**src/adc_seq_regs.svh**
```systemverilog
// Purpose: Offsets, field positions and reset values of the sequencer registers
// Assumes: 32-bit Wishbone data, byte addresses, one register per aligned word
// Notes:   Definitions only
`ifndef ADC_SEQ_REGS_SVH
`define ADC_SEQ_REGS_SVH

`define CTRL_OFS        8'h00
`define STAT_OFS        8'h04
`define IRQ_STAT_OFS    8'h08
`define IRQ_MASK_OFS    8'h0C
`define RIGHT_VIEW_OFS  8'h40
`define LSIGN_VIEW_OFS  8'h60
`define LUNS_VIEW_OFS   8'h80

`define CTRL_SCAN_BIT   6
`define CTRL_MULTICHANNEL_SELECT_BIT   5
`define CTRL_EIGHT_BIT  4
`define CTRL_RESET      7'h00
`define STAT_SEQ_BIT    15
`define IRQ_SLOT_BIT    0
`define IRQ_SEQ_BIT     1

`endif

```
**src/adc_seq_pkg.sv**
```systemverilog
// Purpose: Types shared by the channel sequencer
// Assumes: Nothing beyond the register header
// Notes:   Binary state codes are written out
package adc_seq_pkg;
  typedef enum logic [1:0] {
    ST_IDLE  = 2'b00,
    ST_START = 2'b01,
    ST_WAIT  = 2'b10
  } seq_state_e;
  typedef logic [3:0] chan_t;
  typedef logic [2:0] slot_t;
endpackage

```
**src/adc_channel_sequence_select.sv**
```systemverilog
// Purpose: Channel and result-slot sequencing of an A/D converter controller
// Assumes: Converter core on I_CLK; it answers each start with one done pulse
// Notes:   Wishbone classic slave, registered ack one cycle after request
//
// What this block does
// - Channel codes 0-7 pick analog inputs, 8-11 reserved, 12 high ref, 13 low, 14 mid, 15 test.
// - Without multichannel one channel is converted repeatedly into slots 0-3, or 0-7 in eight mode.
// - Multichannel four mode takes a group of four by the top two field bits into slots 0-3.
// - Multichannel eight mode takes inputs 0-7 or reserved plus references by the top bit.
// - Each slot reads as right unsigned, left signed or left unsigned by address alone.
// - Every control write with byte lane 0 enabled starts a new sequence, aborting one in flight and clearing its flags.
// - A sequence is four conversions, or eight when the eight-conversion bit is set.
// - Scan clear runs one sequence, scan set repeats sequences without end.
// - A slot complete flag sets when its conversion ends and holds until its slot is read.
`timescale 1ns/1ps
`default_nettype none
`include "adc_seq_regs.svh"

module adc_channel_sequence_select #(
  parameter int RES_W = 10
) (
  // Clock, reset, enable
  input  wire logic                  I_CLK,
  input  wire logic                  I_RST,
  input  wire logic                  I_CE,
  // Wishbone slave
  input  wire logic                  I_WB_CYC,
  input  wire logic                  I_WB_STB,
  input  wire logic                  I_WB_WE,
  input  wire logic [7:0]            I_WB_ADR,
  input  wire logic [3:0]            I_WB_SEL,
  input  wire logic [31:0]           I_WB_DAT,
  output logic      [31:0]           O_WB_DAT,
  output logic                       O_WB_ACK,
  // Converter core
  output logic                       O_CONV_START,
  output adc_seq_pkg::chan_t         O_CONV_CHANNEL,
  input  wire logic                  I_CONV_DONE,
  input  wire logic [RES_W-1:0]      I_CONV_DATA,
  input  wire logic                  I_RES10,
  // Interrupt
  output logic                       O_IRQ
);
  import adc_seq_pkg::*;

  // Source for a slot; reserved codes are passed on unchanged to the core
  function automatic chan_t pick_channel(input slot_t s, input logic multichannel_select,
                                         input logic eight, input chan_t f);
    if (!multichannel_select) begin
      pick_channel = f;
    end else if (!eight) begin
      pick_channel = {f[3:2], s[1:0]};
    end else begin
      pick_channel = {f[3], s};
    end
  endfunction

  // Left-unsigned picture of a stored result
  function automatic logic [15:0] left_view(input logic [RES_W-1:0] r, input logic r10);
    left_view = r10 ? {r, 6'h00} : {r[7:0], 8'h00};
  endfunction

  seq_state_e        state, next_state;
  logic [6:0]        ctrl, next_ctrl;
  slot_t             cnt, next_cnt;
  logic [7:0]        done_flags, next_done_flags;
  logic              seq_flag, next_seq_flag;
  logic [RES_W-1:0]  slot_data [8];
  logic [RES_W-1:0]  next_slot_data [8];
  logic [7:0]        slot_r10, next_slot_r10;
  logic [1:0]        irq_stat, next_irq_stat;
  logic [1:0]        irq_mask, next_irq_mask;
  logic              ack, next_ack;
  logic [31:0]       rdat, next_rdat;

  logic              req, wr, rd;
  logic              ctrl_wr;
  logic [7:0]        slot_rd;
  slot_t             last;
  logic [2:0]        rd_idx;

  // Bus request decode; effects happen on the acking edge only
  assign req     = I_CE && I_WB_CYC && I_WB_STB && !ack;
  assign wr      = req && I_WB_WE;
  assign rd      = req && !I_WB_WE;
  assign ctrl_wr = wr && (I_WB_ADR == `CTRL_OFS) && I_WB_SEL[0];
  assign rd_idx  = I_WB_ADR[4:2];
  assign last    = ctrl[`CTRL_EIGHT_BIT] ? 3'h7 : 3'h3;

  // Any read of a view clears that slot's flag, whatever the format
  always_comb begin
    slot_rd = 8'h00;
    if (rd && (I_WB_ADR >= `RIGHT_VIEW_OFS) && (I_WB_ADR < 8'hA0)) begin
      slot_rd[rd_idx] = 1'b1;
    end
  end

  // Sequencer next state
  always_comb begin
    next_state      = state;
    next_ctrl       = ctrl;
    next_cnt        = cnt;
    next_done_flags = done_flags & ~slot_rd;
    next_seq_flag   = seq_flag;
    next_slot_data  = slot_data;
    next_slot_r10   = slot_r10;
    next_irq_stat   = irq_stat;
    if (rd && I_WB_ADR == `IRQ_STAT_OFS) begin
      next_irq_stat = 2'h0;
    end
    if (ctrl_wr) begin
      // Abort and restart from slot 0
      next_ctrl       = I_WB_DAT[6:0];
      next_state      = ST_START;
      next_cnt        = 3'h0;
      next_done_flags = 8'h00;
      next_seq_flag   = 1'b0;
    end else begin
      case (state)
        ST_START: begin
          next_state = ST_WAIT;
        end
        ST_WAIT: begin
          if (I_CONV_DONE) begin
            next_slot_data[cnt]  = I_CONV_DATA;
            next_slot_r10[cnt]   = I_RES10;
            next_done_flags[cnt] = 1'b1;
            next_irq_stat[`IRQ_SLOT_BIT] = 1'b1;
            if (cnt == last) begin
              next_seq_flag = 1'b1;
              next_irq_stat[`IRQ_SEQ_BIT] = 1'b1;
              next_cnt      = 3'h0;
              next_state    = ctrl[`CTRL_SCAN_BIT] ? ST_START : ST_IDLE;
            end else begin
              next_cnt   = cnt + 3'h1;
              next_state = ST_START;
            end
          end
        end
        default: begin
          next_state = ST_IDLE;
        end
      endcase
    end
  end

  // Sequencer registers; enable low freezes everything
  always_ff @(posedge I_CLK) begin
    if (I_RST) begin
      state      <= ST_IDLE;
      ctrl       <= `CTRL_RESET;
      cnt        <= 3'h0;
      done_flags <= 8'h00;
      seq_flag   <= 1'b0;
      slot_data  <= '{default: '0};
      slot_r10   <= 8'h00;
      irq_stat   <= 2'h0;
    end else if (I_CE) begin
      state      <= next_state;
      ctrl       <= next_ctrl;
      cnt        <= next_cnt;
      done_flags <= next_done_flags;
      seq_flag   <= next_seq_flag;
      slot_data  <= next_slot_data;
      slot_r10   <= next_slot_r10;
      irq_stat   <= next_irq_stat;
    end
  end

  // Converter drive; start is a one-cycle pulse per conversion
  assign O_CONV_START   = I_CE && (state == ST_START);
  assign O_CONV_CHANNEL = pick_channel(cnt, ctrl[`CTRL_MULTICHANNEL_SELECT_BIT],
                                       ctrl[`CTRL_EIGHT_BIT], ctrl[3:0]);
  assign O_IRQ          = |(irq_stat & irq_mask);

  // Bus next values; unmapped reads return zero but still ack
  always_comb begin
    logic [15:0] lv;
    lv            = left_view(slot_data[rd_idx], slot_r10[rd_idx]);
    next_ack      = req;
    next_irq_mask = irq_mask;
    next_rdat     = 32'h0000_0000;
    if (wr && I_WB_ADR == `IRQ_MASK_OFS && I_WB_SEL[0]) begin
      next_irq_mask = I_WB_DAT[1:0];
    end
    if (rd) begin
      if (I_WB_ADR == `CTRL_OFS) begin
        next_rdat = {25'h0, ctrl};
      end else if (I_WB_ADR == `STAT_OFS) begin
        next_rdat = {16'h0, seq_flag, 4'h0, cnt, done_flags};
      end else if (I_WB_ADR == `IRQ_STAT_OFS) begin
        next_rdat = {30'h0, irq_stat};
      end else if (I_WB_ADR == `IRQ_MASK_OFS) begin
        next_rdat = {30'h0, irq_mask};
      end else if (I_WB_ADR[7:5] == 3'h2) begin
        // Right view is the left picture shifted down, so 8-bit zero-extends
        next_rdat = slot_r10[rd_idx] ? {22'h0, lv[15:6]} : {24'h0, lv[15:8]};
      end else if (I_WB_ADR[7:5] == 3'h3) begin
        next_rdat = {16'h0, lv ^ 16'h8000};
      end else if (I_WB_ADR[7:5] == 3'h4) begin
        next_rdat = {16'h0, lv};
      end
    end
  end

  // Bus registers
  always_ff @(posedge I_CLK) begin
    if (I_RST) begin
      ack      <= 1'b0;
      rdat     <= 32'h0000_0000;
      irq_mask <= 2'h0;
    end else if (I_CE) begin
      ack      <= next_ack;
      rdat     <= next_rdat;
      irq_mask <= next_irq_mask;
    end
  end

  assign O_WB_ACK = ack;
  assign O_WB_DAT = rdat;
endmodule
`default_nettype wire

```
**config.mk**
```make
export PLATFORM = sky130hd
export DESIGN_NAME = adc_channel_sequence_select
export DESIGN_NICKNAME = d
export VERILOG_FILES = /design/src/adc_seq_pkg.sv /design/src/adc_channel_sequence_select.sv
export VERILOG_INCLUDE_DIRS = /design/src
export SDC_FILE = /design/constraint.sdc
export NUM_CORES = 1
export LEC_CHECK = 0
export BUFFER_PORTS_ARGS = -buffer_cell sky130_fd_sc_hd__buf_2
export CAP_MARGIN = 10
export CORE_MARGIN = 8
export CORE_UTILIZATION = 40
export DETAILED_ROUTE_END_ITERATION = 12
export GPL_TIMING_DRIVEN = 0
export PLACE_DENSITY = 0.6
export SLEW_MARGIN = 20
export SYNTH_ARGS = -nofsm -noshare
export SYNTH_HDL_FRONTEND = slang
export SYNTH_SLANG_ARGS = --single-unit
```
**constraint.sdc**
```tcl
create_clock -name I_CLK -period 4 [get_ports I_CLK]
set_input_delay 0 -clock I_CLK [delete_from_list [all_inputs] [get_ports I_CLK]]
set_output_delay 0 -clock I_CLK [all_outputs]
set_load 0.01 [all_outputs]
```
; ---- After elaboration in Yosys (flattened, before gate mapping)
; Index checks and enable logic that the tools add are counted.
[op_classes]
addsub = 1
multipliers = 0
div = 0
order_cmp = 9
eq_ne = 10
shift = 0
mux = 48
n_bitwise = 8
n_reduce_logical = 29
[ops]
columns = cell, count
row1 = $mux W16, 9
row2 = $bwmux W80, 1
row3 = $mux W10, 4
row4 = $mux W8, 4
row5 = $bmux W10 S3, 1
row6 = $demux W10 S3, 1
row7 = $mux W3, 7
row8 = $eq A8 B4 Y1 const B, 2
row9 = $logic_and A1 B1 Y1, 16
row10 = $mux W2, 6
row11 = $mux W1, 10
row12 = $and A8 B8 Y8, 1
row13 = $bwmux W8, 1
row14 = $eq A8 B3 Y1 const B, 1
row15 = $ge A4 B4 Y1 const B, 2
row16 = $ge A8 B7 Y1 const B, 1
row17 = $logic_not A8 Y1, 1
row18 = $lt A3 B4 Y1 const B, 2
row19 = $lt A8 B8 Y1 const B, 1
row20 = $not A3 Y4, 2
row21 = $not A8 Y8, 1
row22 = $or A8 B8 Y8, 1
row23 = $reduce_and A4 Y1, 2
row24 = $demux W1 S3, 2
row25 = other kinds (18), 26
[totals]
register_bits = 146
latch_bits = 0
mem_bits_rw = 0
mem_bits_ro = 0
n_memories = 0

; ---- Logic depth before layout (Yosys ltp)
[logic_depth]
depth_word = 13
mapped_depth = 10
mapped_depth_nobuf = 6

; ---- Worst setup path after synthesis
; OpenSTA, ideal clock, no wires.
[synth_path]
path_type = reg-to-reg
from = register ack (netlist: O_WB_ACK)
to = register slot_data[2] in the netlist's numbering
setup_ns = 0.128
t_arrival_ns = 1.759
required_ns = 3.872
path_slack_ns = 2.113
stages_incl_launch_ff = 8
path_buffers = 1
period_less_slack_ns = 1.887
path_cell_list = dfxtp_1 -> nand4b_1 -> nor2_1 -> a21oi_2 -> nand4_2 -> buf_6 -> mux2i_1 -> nor2_1
[synth_via]
elab_chain_cells = 7
[synth_rtl]
columns = element, line
row1 = from (decl), adc_channel_sequence_select.sv:73  ; logic ack, next_ack;
row2 = from (signal assigned), adc_channel_sequence_select.sv:213  ; ack <= next_ack;
row3 = $logic_not A1 Y1, adc_channel_sequence_select.sv:83  ; assign req = I_CE && I_WB_CYC && I_WB_STB && !ack;
row4 = $logic_and A1 B1 Y1, adc_channel_sequence_select.sv:83
row5 = $logic_and A1 B1 Y1, adc_channel_sequence_select.sv:84  ; assign wr = req && I_WB_WE;
row6 = $logic_and A1 B1 Y1 (2 in series), adc_channel_sequence_select.sv:86  ; assign ctrl_wr = wr && (I_WB_ADR == `CTRL_OFS) && I_WB_SEL[0];
row7 = $not A1 Y1 (no line), n/a
row8 = $reduce_and A4 Y1 (no line), n/a
row9 = to (signal assigned), adc_channel_sequence_select.sv:164  ; slot_data <= next_slot_data;
row10 = to (decl), adc_channel_sequence_select.sv:68  ; logic [RES_W-1:0] slot_data [8];
; No other way between the ends.
; A chain may end at the register's enable or synchronous reset.

; ---- Worst setup path after layout
[layout_path]
from = register ack (netlist: O_WB_ACK)
to = register done_flags[5]
[layout_via]
elab_chain_cells = 12
[layout_rtl]
columns = element, line
row1 = $logic_not A1 Y1 *, adc_channel_sequence_select.sv:83
row2 = $logic_and A1 B1 Y1 *, adc_channel_sequence_select.sv:83
row3 = $logic_and A1 B1 Y1, adc_channel_sequence_select.sv:85  ; assign rd = req && !I_WB_WE;
row4 = $logic_and A1 B1 Y1 (2 in series), adc_channel_sequence_select.sv:93  ; if (rd && (I_WB_ADR >= `RIGHT_VIEW_OFS) && (I_WB_ADR < 8'hA0)) begin
row5 = $mux W8, adc_channel_sequence_select.sv:93
row6 = $not A8 Y8, adc_channel_sequence_select.sv:103  ; next_done_flags = done_flags & ~slot_rd;
row7 = $and A8 B8 Y8, adc_channel_sequence_select.sv:103
row8 = $or A8 B8 Y8 (no line), n/a
row9 = $mux W8, adc_channel_sequence_select.sv:124  ; if (I_CONV_DONE) begin
row10 = $mux W8, adc_channel_sequence_select.sv:119  ; case (state)
row11 = $mux W8 *, adc_channel_sequence_select.sv:111  ; if (ctrl_wr) begin
row12 = to (signal assigned), adc_channel_sequence_select.sv:162  ; done_flags <= next_done_flags;
row13 = to (decl), adc_channel_sequence_select.sv:66  ; logic [7:0] done_flags, next_done_flags;
; Mark *: on every way between the ends. The rest lies on a longest branch, timed or not.

==> results by stage <==
Run status:
- The flow ran to the end, and the final reports show no timing, DRC or antenna violations.

Setup path:
- At the worst endpoint, the arrival time is 2.73 ns.
- STA classifies the critical path endpoint as a flop.
- The critical path in this run is classified as flop to flop.
- The worst path required time is 4.29 ns.
- The critical path goes through nand4b_1, nor2_1, nand2_1, nand2_1, buf_2, o22ai_1.
- The worst setup path is launched from a flop.
- Among the stages of the critical path, the cell type that occurs most often is sky130_fd_sc_hd__nand2_1.
- For this run, the slowest stage of the critical path takes 0.65 ns.
- The buffers plus inverters on the worst setup path is 1.
- For this design, the slowest cell found on the critical path is sky130_fd_sc_hd__nor2_1.
- The largest delay contributor family on the critical path is simple AND/OR/NAND/NOR gates.
- In this run the worst path has a maximum fanout of 10.

Logic synthesis:
- The number of warnings printed during yosys synthesis is 0.
- Summing the sequential cell areas from Yosys gives 42.90% of the chip area.
- The commonest register cell after synthesis is sky130_fd_sc_hd__dfxtp_1.
- In the post-synthesis netlist, the biggest area contributors are sky130_fd_sc_hd__dfxtp_1, sky130_fd_sc_hd__nand2_1, sky130_fd_sc_hd__a21oi_1.
- The flip-flop and latch count after synthesis is 130.
- Each instance of the synthesized netlist takes up on average 8.401 µm².
- The total standard cell area after synthesis is 6066 µm².
- Synthesis produced a netlist whose cell count is 722.
- Yosys instantiated no cell more often than sky130_fd_sc_hd__nand2_1.
- The number of different library cells used by synthesis comes to 55.
- The fraction of registers with async set or reset after synthesis is 0%.
- The number of enable flip-flop cells after synthesis is 0.
- The synthesized design spends more area on one cell type than any other, namely sky130_fd_sc_hd__dfxtp_1.
- The fraction of synthesized cell area taken by the top area cell type is 42.90%.
- The commonest cells after synthesis are sky130_fd_sc_hd__nand2_1, sky130_fd_sc_hd__dfxtp_1, sky130_fd_sc_hd__a21oi_1.

Route:
- The final wirelength is 19310 µm.
- After detailed routing, the average wire length per cell comes to 18.97 µm.
- The first routing iteration left 604 violations.
- The per-cell via count in the routed design is 5.530.
- Before antenna repair, the detailed router went through 5 iterations.
- For this block, the via count after detailed routing is 5630.
- The detail route stage leaves a number of antenna-violating nets equal to 0.
- After detailed routing, the number of remaining DRC violations is 0.

STA:
- The pin slew with the least headroom to its limit is 0.8173 ns.
- After layout, the worst path uses 61.08% of the clock period.
- In the final timing run, aggregate negative setup slack is 0 ns.
- The maximum frequency from static timing analysis is 409.3 MHz.
- The final worst hold slack is 0.03433 ns.
- The worst-case clock skew is 0.006000 ns.
- The count of pins over their slew limit is 0.
- In this run the tightest slew margin relative to its limit is 45.51%.
- The time the final worst path needs with I/O delays and setup is 2.443 ns.
- The total setup violations reported at the end of the flow is 0.
- Setup repair after global routing left no endpoint under its margin.
- The number of hold violations in the final report came to 0.

Cells and area:
- The layout overhead on the synthesized area is 21.64%.
- At the end of the flow the core is filled with cells to 49.08%.
- The share of final-layout standard cells stronger than drive strength 1 is 17.83%.
- The finished layout holds 1018 standard cells, fillers aside.
- The final design area excluding fillers is 7378 µm².
- The diode insertion count for antenna repair is 0.
- At the end of the flow, the number of nets in the layout was 884.

Floorplan:
- The count of boundary I/O pins is 101.
- The initial utilization of the core area, before any placement, comes to 40.35%.
- After floorplanning, the core was divided into 45 placement rows.
- The die area is 19360 µm².
- The floorplan step set the die height to 139.1 µm.
- The core box area is 15030 µm².
- The horizontal die dimension is 139.1 µm.

Placed design:
- In this run the tool buffered the top-level ports with 41 buffer cells.
- Once placement completed, the tool counted placed cells totaling 966.
- The placed instance area is 6563 µm².
- The placer's final routability congestion estimate is 0.8602.
- The wire-length estimate of the detail-placed layout is 13670 µm.

Global routing:
- The met1 usage in global routing is 25.37%.
- The global-route usage over all layers is 19.81%.
- The global routing met2 resource utilization is 31.36%.
- The busiest metal layer after global routing is met2.
- Entering global routing, the biggest net connects 17 pins.
- The first global-routing pass estimated 29910 µm of wire.
- The number of antenna violations at the first check in global routing is 0.
- Global routing consumed, on the met3 layer, 5.164% of the routing resources.
- The number of global-route vias before repair is 5371.
- The final global-route overflow total is 0.

Power:
- Across the VDD grid, the largest voltage drop is 0.2948 mV.
- The standby leakage power is 2.751 nW.
- The power density of the placed cells is 406.7 nW/µm².

Clock tree:
- The clock drives 130 sinks.
- The post-cts gate resize count is 0.
- For the worst-skew pair, the clock arrives at the later sink with an insertion delay of 0.42 ns.
- The number of buffers inserted by post-CTS setup repair is 0.
- The CTS tree is yes.
- The CTS buffer count is 17.
- The clock-pin slew on the worst setup and hold paths is 0.05 ns.
- The maximum level of the CTS H-tree is 4.
- The buffer type at the clock tree root is sky130_fd_sc_hd__clkbuf_16.
- No sink is reached through more buffers than the 2 on the longest clock path.

Job:
- The number of maximum-capacitance constraint violations is 0.

Min path:
- The min-delay analysis places its worst path in the category primary input to flop.
[worst paths after layout]
check,start,depth (start not counted),slack (ns),to
max,O_WB_ACK$_SDFFE_PP0P_,6,1.56,done_flags[5]$_SDFFE_PP0P_
min,I_WB_WE,4,0.03,O_WB_DAT[1]$_SDFFE_PP0P_
max reg2reg,O_WB_ACK$_SDFFE_PP0P_,6,1.56,done_flags[5]$_SDFFE_PP0P_
min reg2reg,O_WB_DAT[0]$_SDFFE_PP0P_,2,0.44,O_WB_DAT[0]$_SDFFE_PP0P_
[state kept, by name, summed over array words and instances, names as in the netlist]
name and count:
ctrl 7, cnt 3, seq_flag 1, slot_r10 8, O_WB_DAT 16, slot_data 80, done_flags 8, state 2
irq_stat 2, O_WB_ACK 1, irq_mask 2
[layout by cell type, fill, tap and decap left out, types with 3 or more instances in the layout]
master / netlist / layout
sky130_fd_sc_hd__buf_6: 3 / 3
sky130_fd_sc_hd__nor2_1: 41 / 41
sky130_fd_sc_hd__o21ai_0: 21 / 21
sky130_fd_sc_hd__inv_1: 3 / 3
sky130_fd_sc_hd__buf_1: 12 / 12
sky130_fd_sc_hd__and3_1: 3 / 3
sky130_fd_sc_hd__clkbuf_1: 24 / 25
sky130_fd_sc_hd__a21oi_1: 102 / 102
sky130_fd_sc_hd__o22ai_1: 12 / 12
sky130_fd_sc_hd__buf_2: 19 / 60
sky130_fd_sc_hd__nand2_1: 188 / 188
sky130_fd_sc_hd__conb_1: 1 / 16
sky130_fd_sc_hd__mux2i_1: 28 / 28
sky130_fd_sc_hd__mux2_2: 7 / 7
sky130_fd_sc_hd__dlygate4sd3_1: 0 / 24
sky130_fd_sc_hd__clkbuf_16: 0 / 17
sky130_fd_sc_hd__nand4b_1: 4 / 4
sky130_fd_sc_hd__nand3_1: 11 / 11
sky130_fd_sc_hd__nor3_1: 5 / 5
sky130_fd_sc_hd__or3_1: 6 / 6
sky130_fd_sc_hd__nand2b_1: 6 / 6
sky130_fd_sc_hd__a22oi_1: 13 / 13
sky130_fd_sc_hd__buf_4: 19 / 19
sky130_fd_sc_hd__o31ai_1: 3 / 3
sky130_fd_sc_hd__dfxtp_1: 130 / 130
sky130_fd_sc_hd__clkbuf_8: 0 / 5
sky130_fd_sc_hd__mux4_2: 20 / 20
sky130_fd_sc_hd__or2_2: 3 / 3
sky130_fd_sc_hd__nor2b_1: 4 / 4
[metal layers]
metal	wire (µm)	vias up
met5	0	-
met1	8324	2679
met3	1807	28
li1	-	2660
met2	8870	263
met4	312	0
[metrics by stage]
stage	setup slack (ns)	power (W)
after floorplan	2.113	0.001429
after global placement	1.448	0.001482
after detailed placement	1.456	0.001483
final	1.557	0.003001
after CTS	1.614	0.003010
after global routing	1.359	0.003085
[report_power, final]
part | switching [W] | internal, W
Combinational | 0.000113 | 0.0000654
Clock | 0.000543 | 0.000983
Sequential | 0.000000317 | 0.00130
[layout make-up]
| class | count | area [µm²] |
|---|---|---|
| buffer | 77 | 406.6 |
| tap | 188 | 235.2 |
| clock buffer | 23 | 498.0 |
| clock inverter | 5 | 77.57 |
| inverter | 4 | 15.01 |
| sequential | 130 | 2603 |
| multi-input combinational | 526 | 3098 |
| fill | 1468 | 7655 |
| timing repair buffer | 65 | 445.4 |
[worst reg2reg max path, stage by stage (launching register included)]
cell and delay (ns):
sky130_fd_sc_hd__dfxtp_1 0.32, sky130_fd_sc_hd__nand4b_1 0.25, sky130_fd_sc_hd__nor2_1 0.65, sky130_fd_sc_hd__nand2_1 0.41, sky130_fd_sc_hd__nand2_1 0.27, sky130_fd_sc_hd__buf_2 0.29, sky130_fd_sc_hd__o22ai_1 0.12
[repair_timing]
item                                    in CTS  in global routing
endpoints found under the setup margin       0                  0
hold endpoints to repair                    91                  0
hold buffers                                24                  0
[logic make-up after synthesis]
logic type	Yosys count	synth area share (%)
flip-flops	130	42.90
multiplexers	55	13.35
XOR/XNOR	2	0.2888
buffers and inverters	81	6.951
AND/OR/NAND/NOR	282	20.13
AO/OA/AOI/OAI	170	16.11
adder cells (fa/ha/maj)	1	0.2062
other	1	0.06182
(Power assumes the default switching activity.)
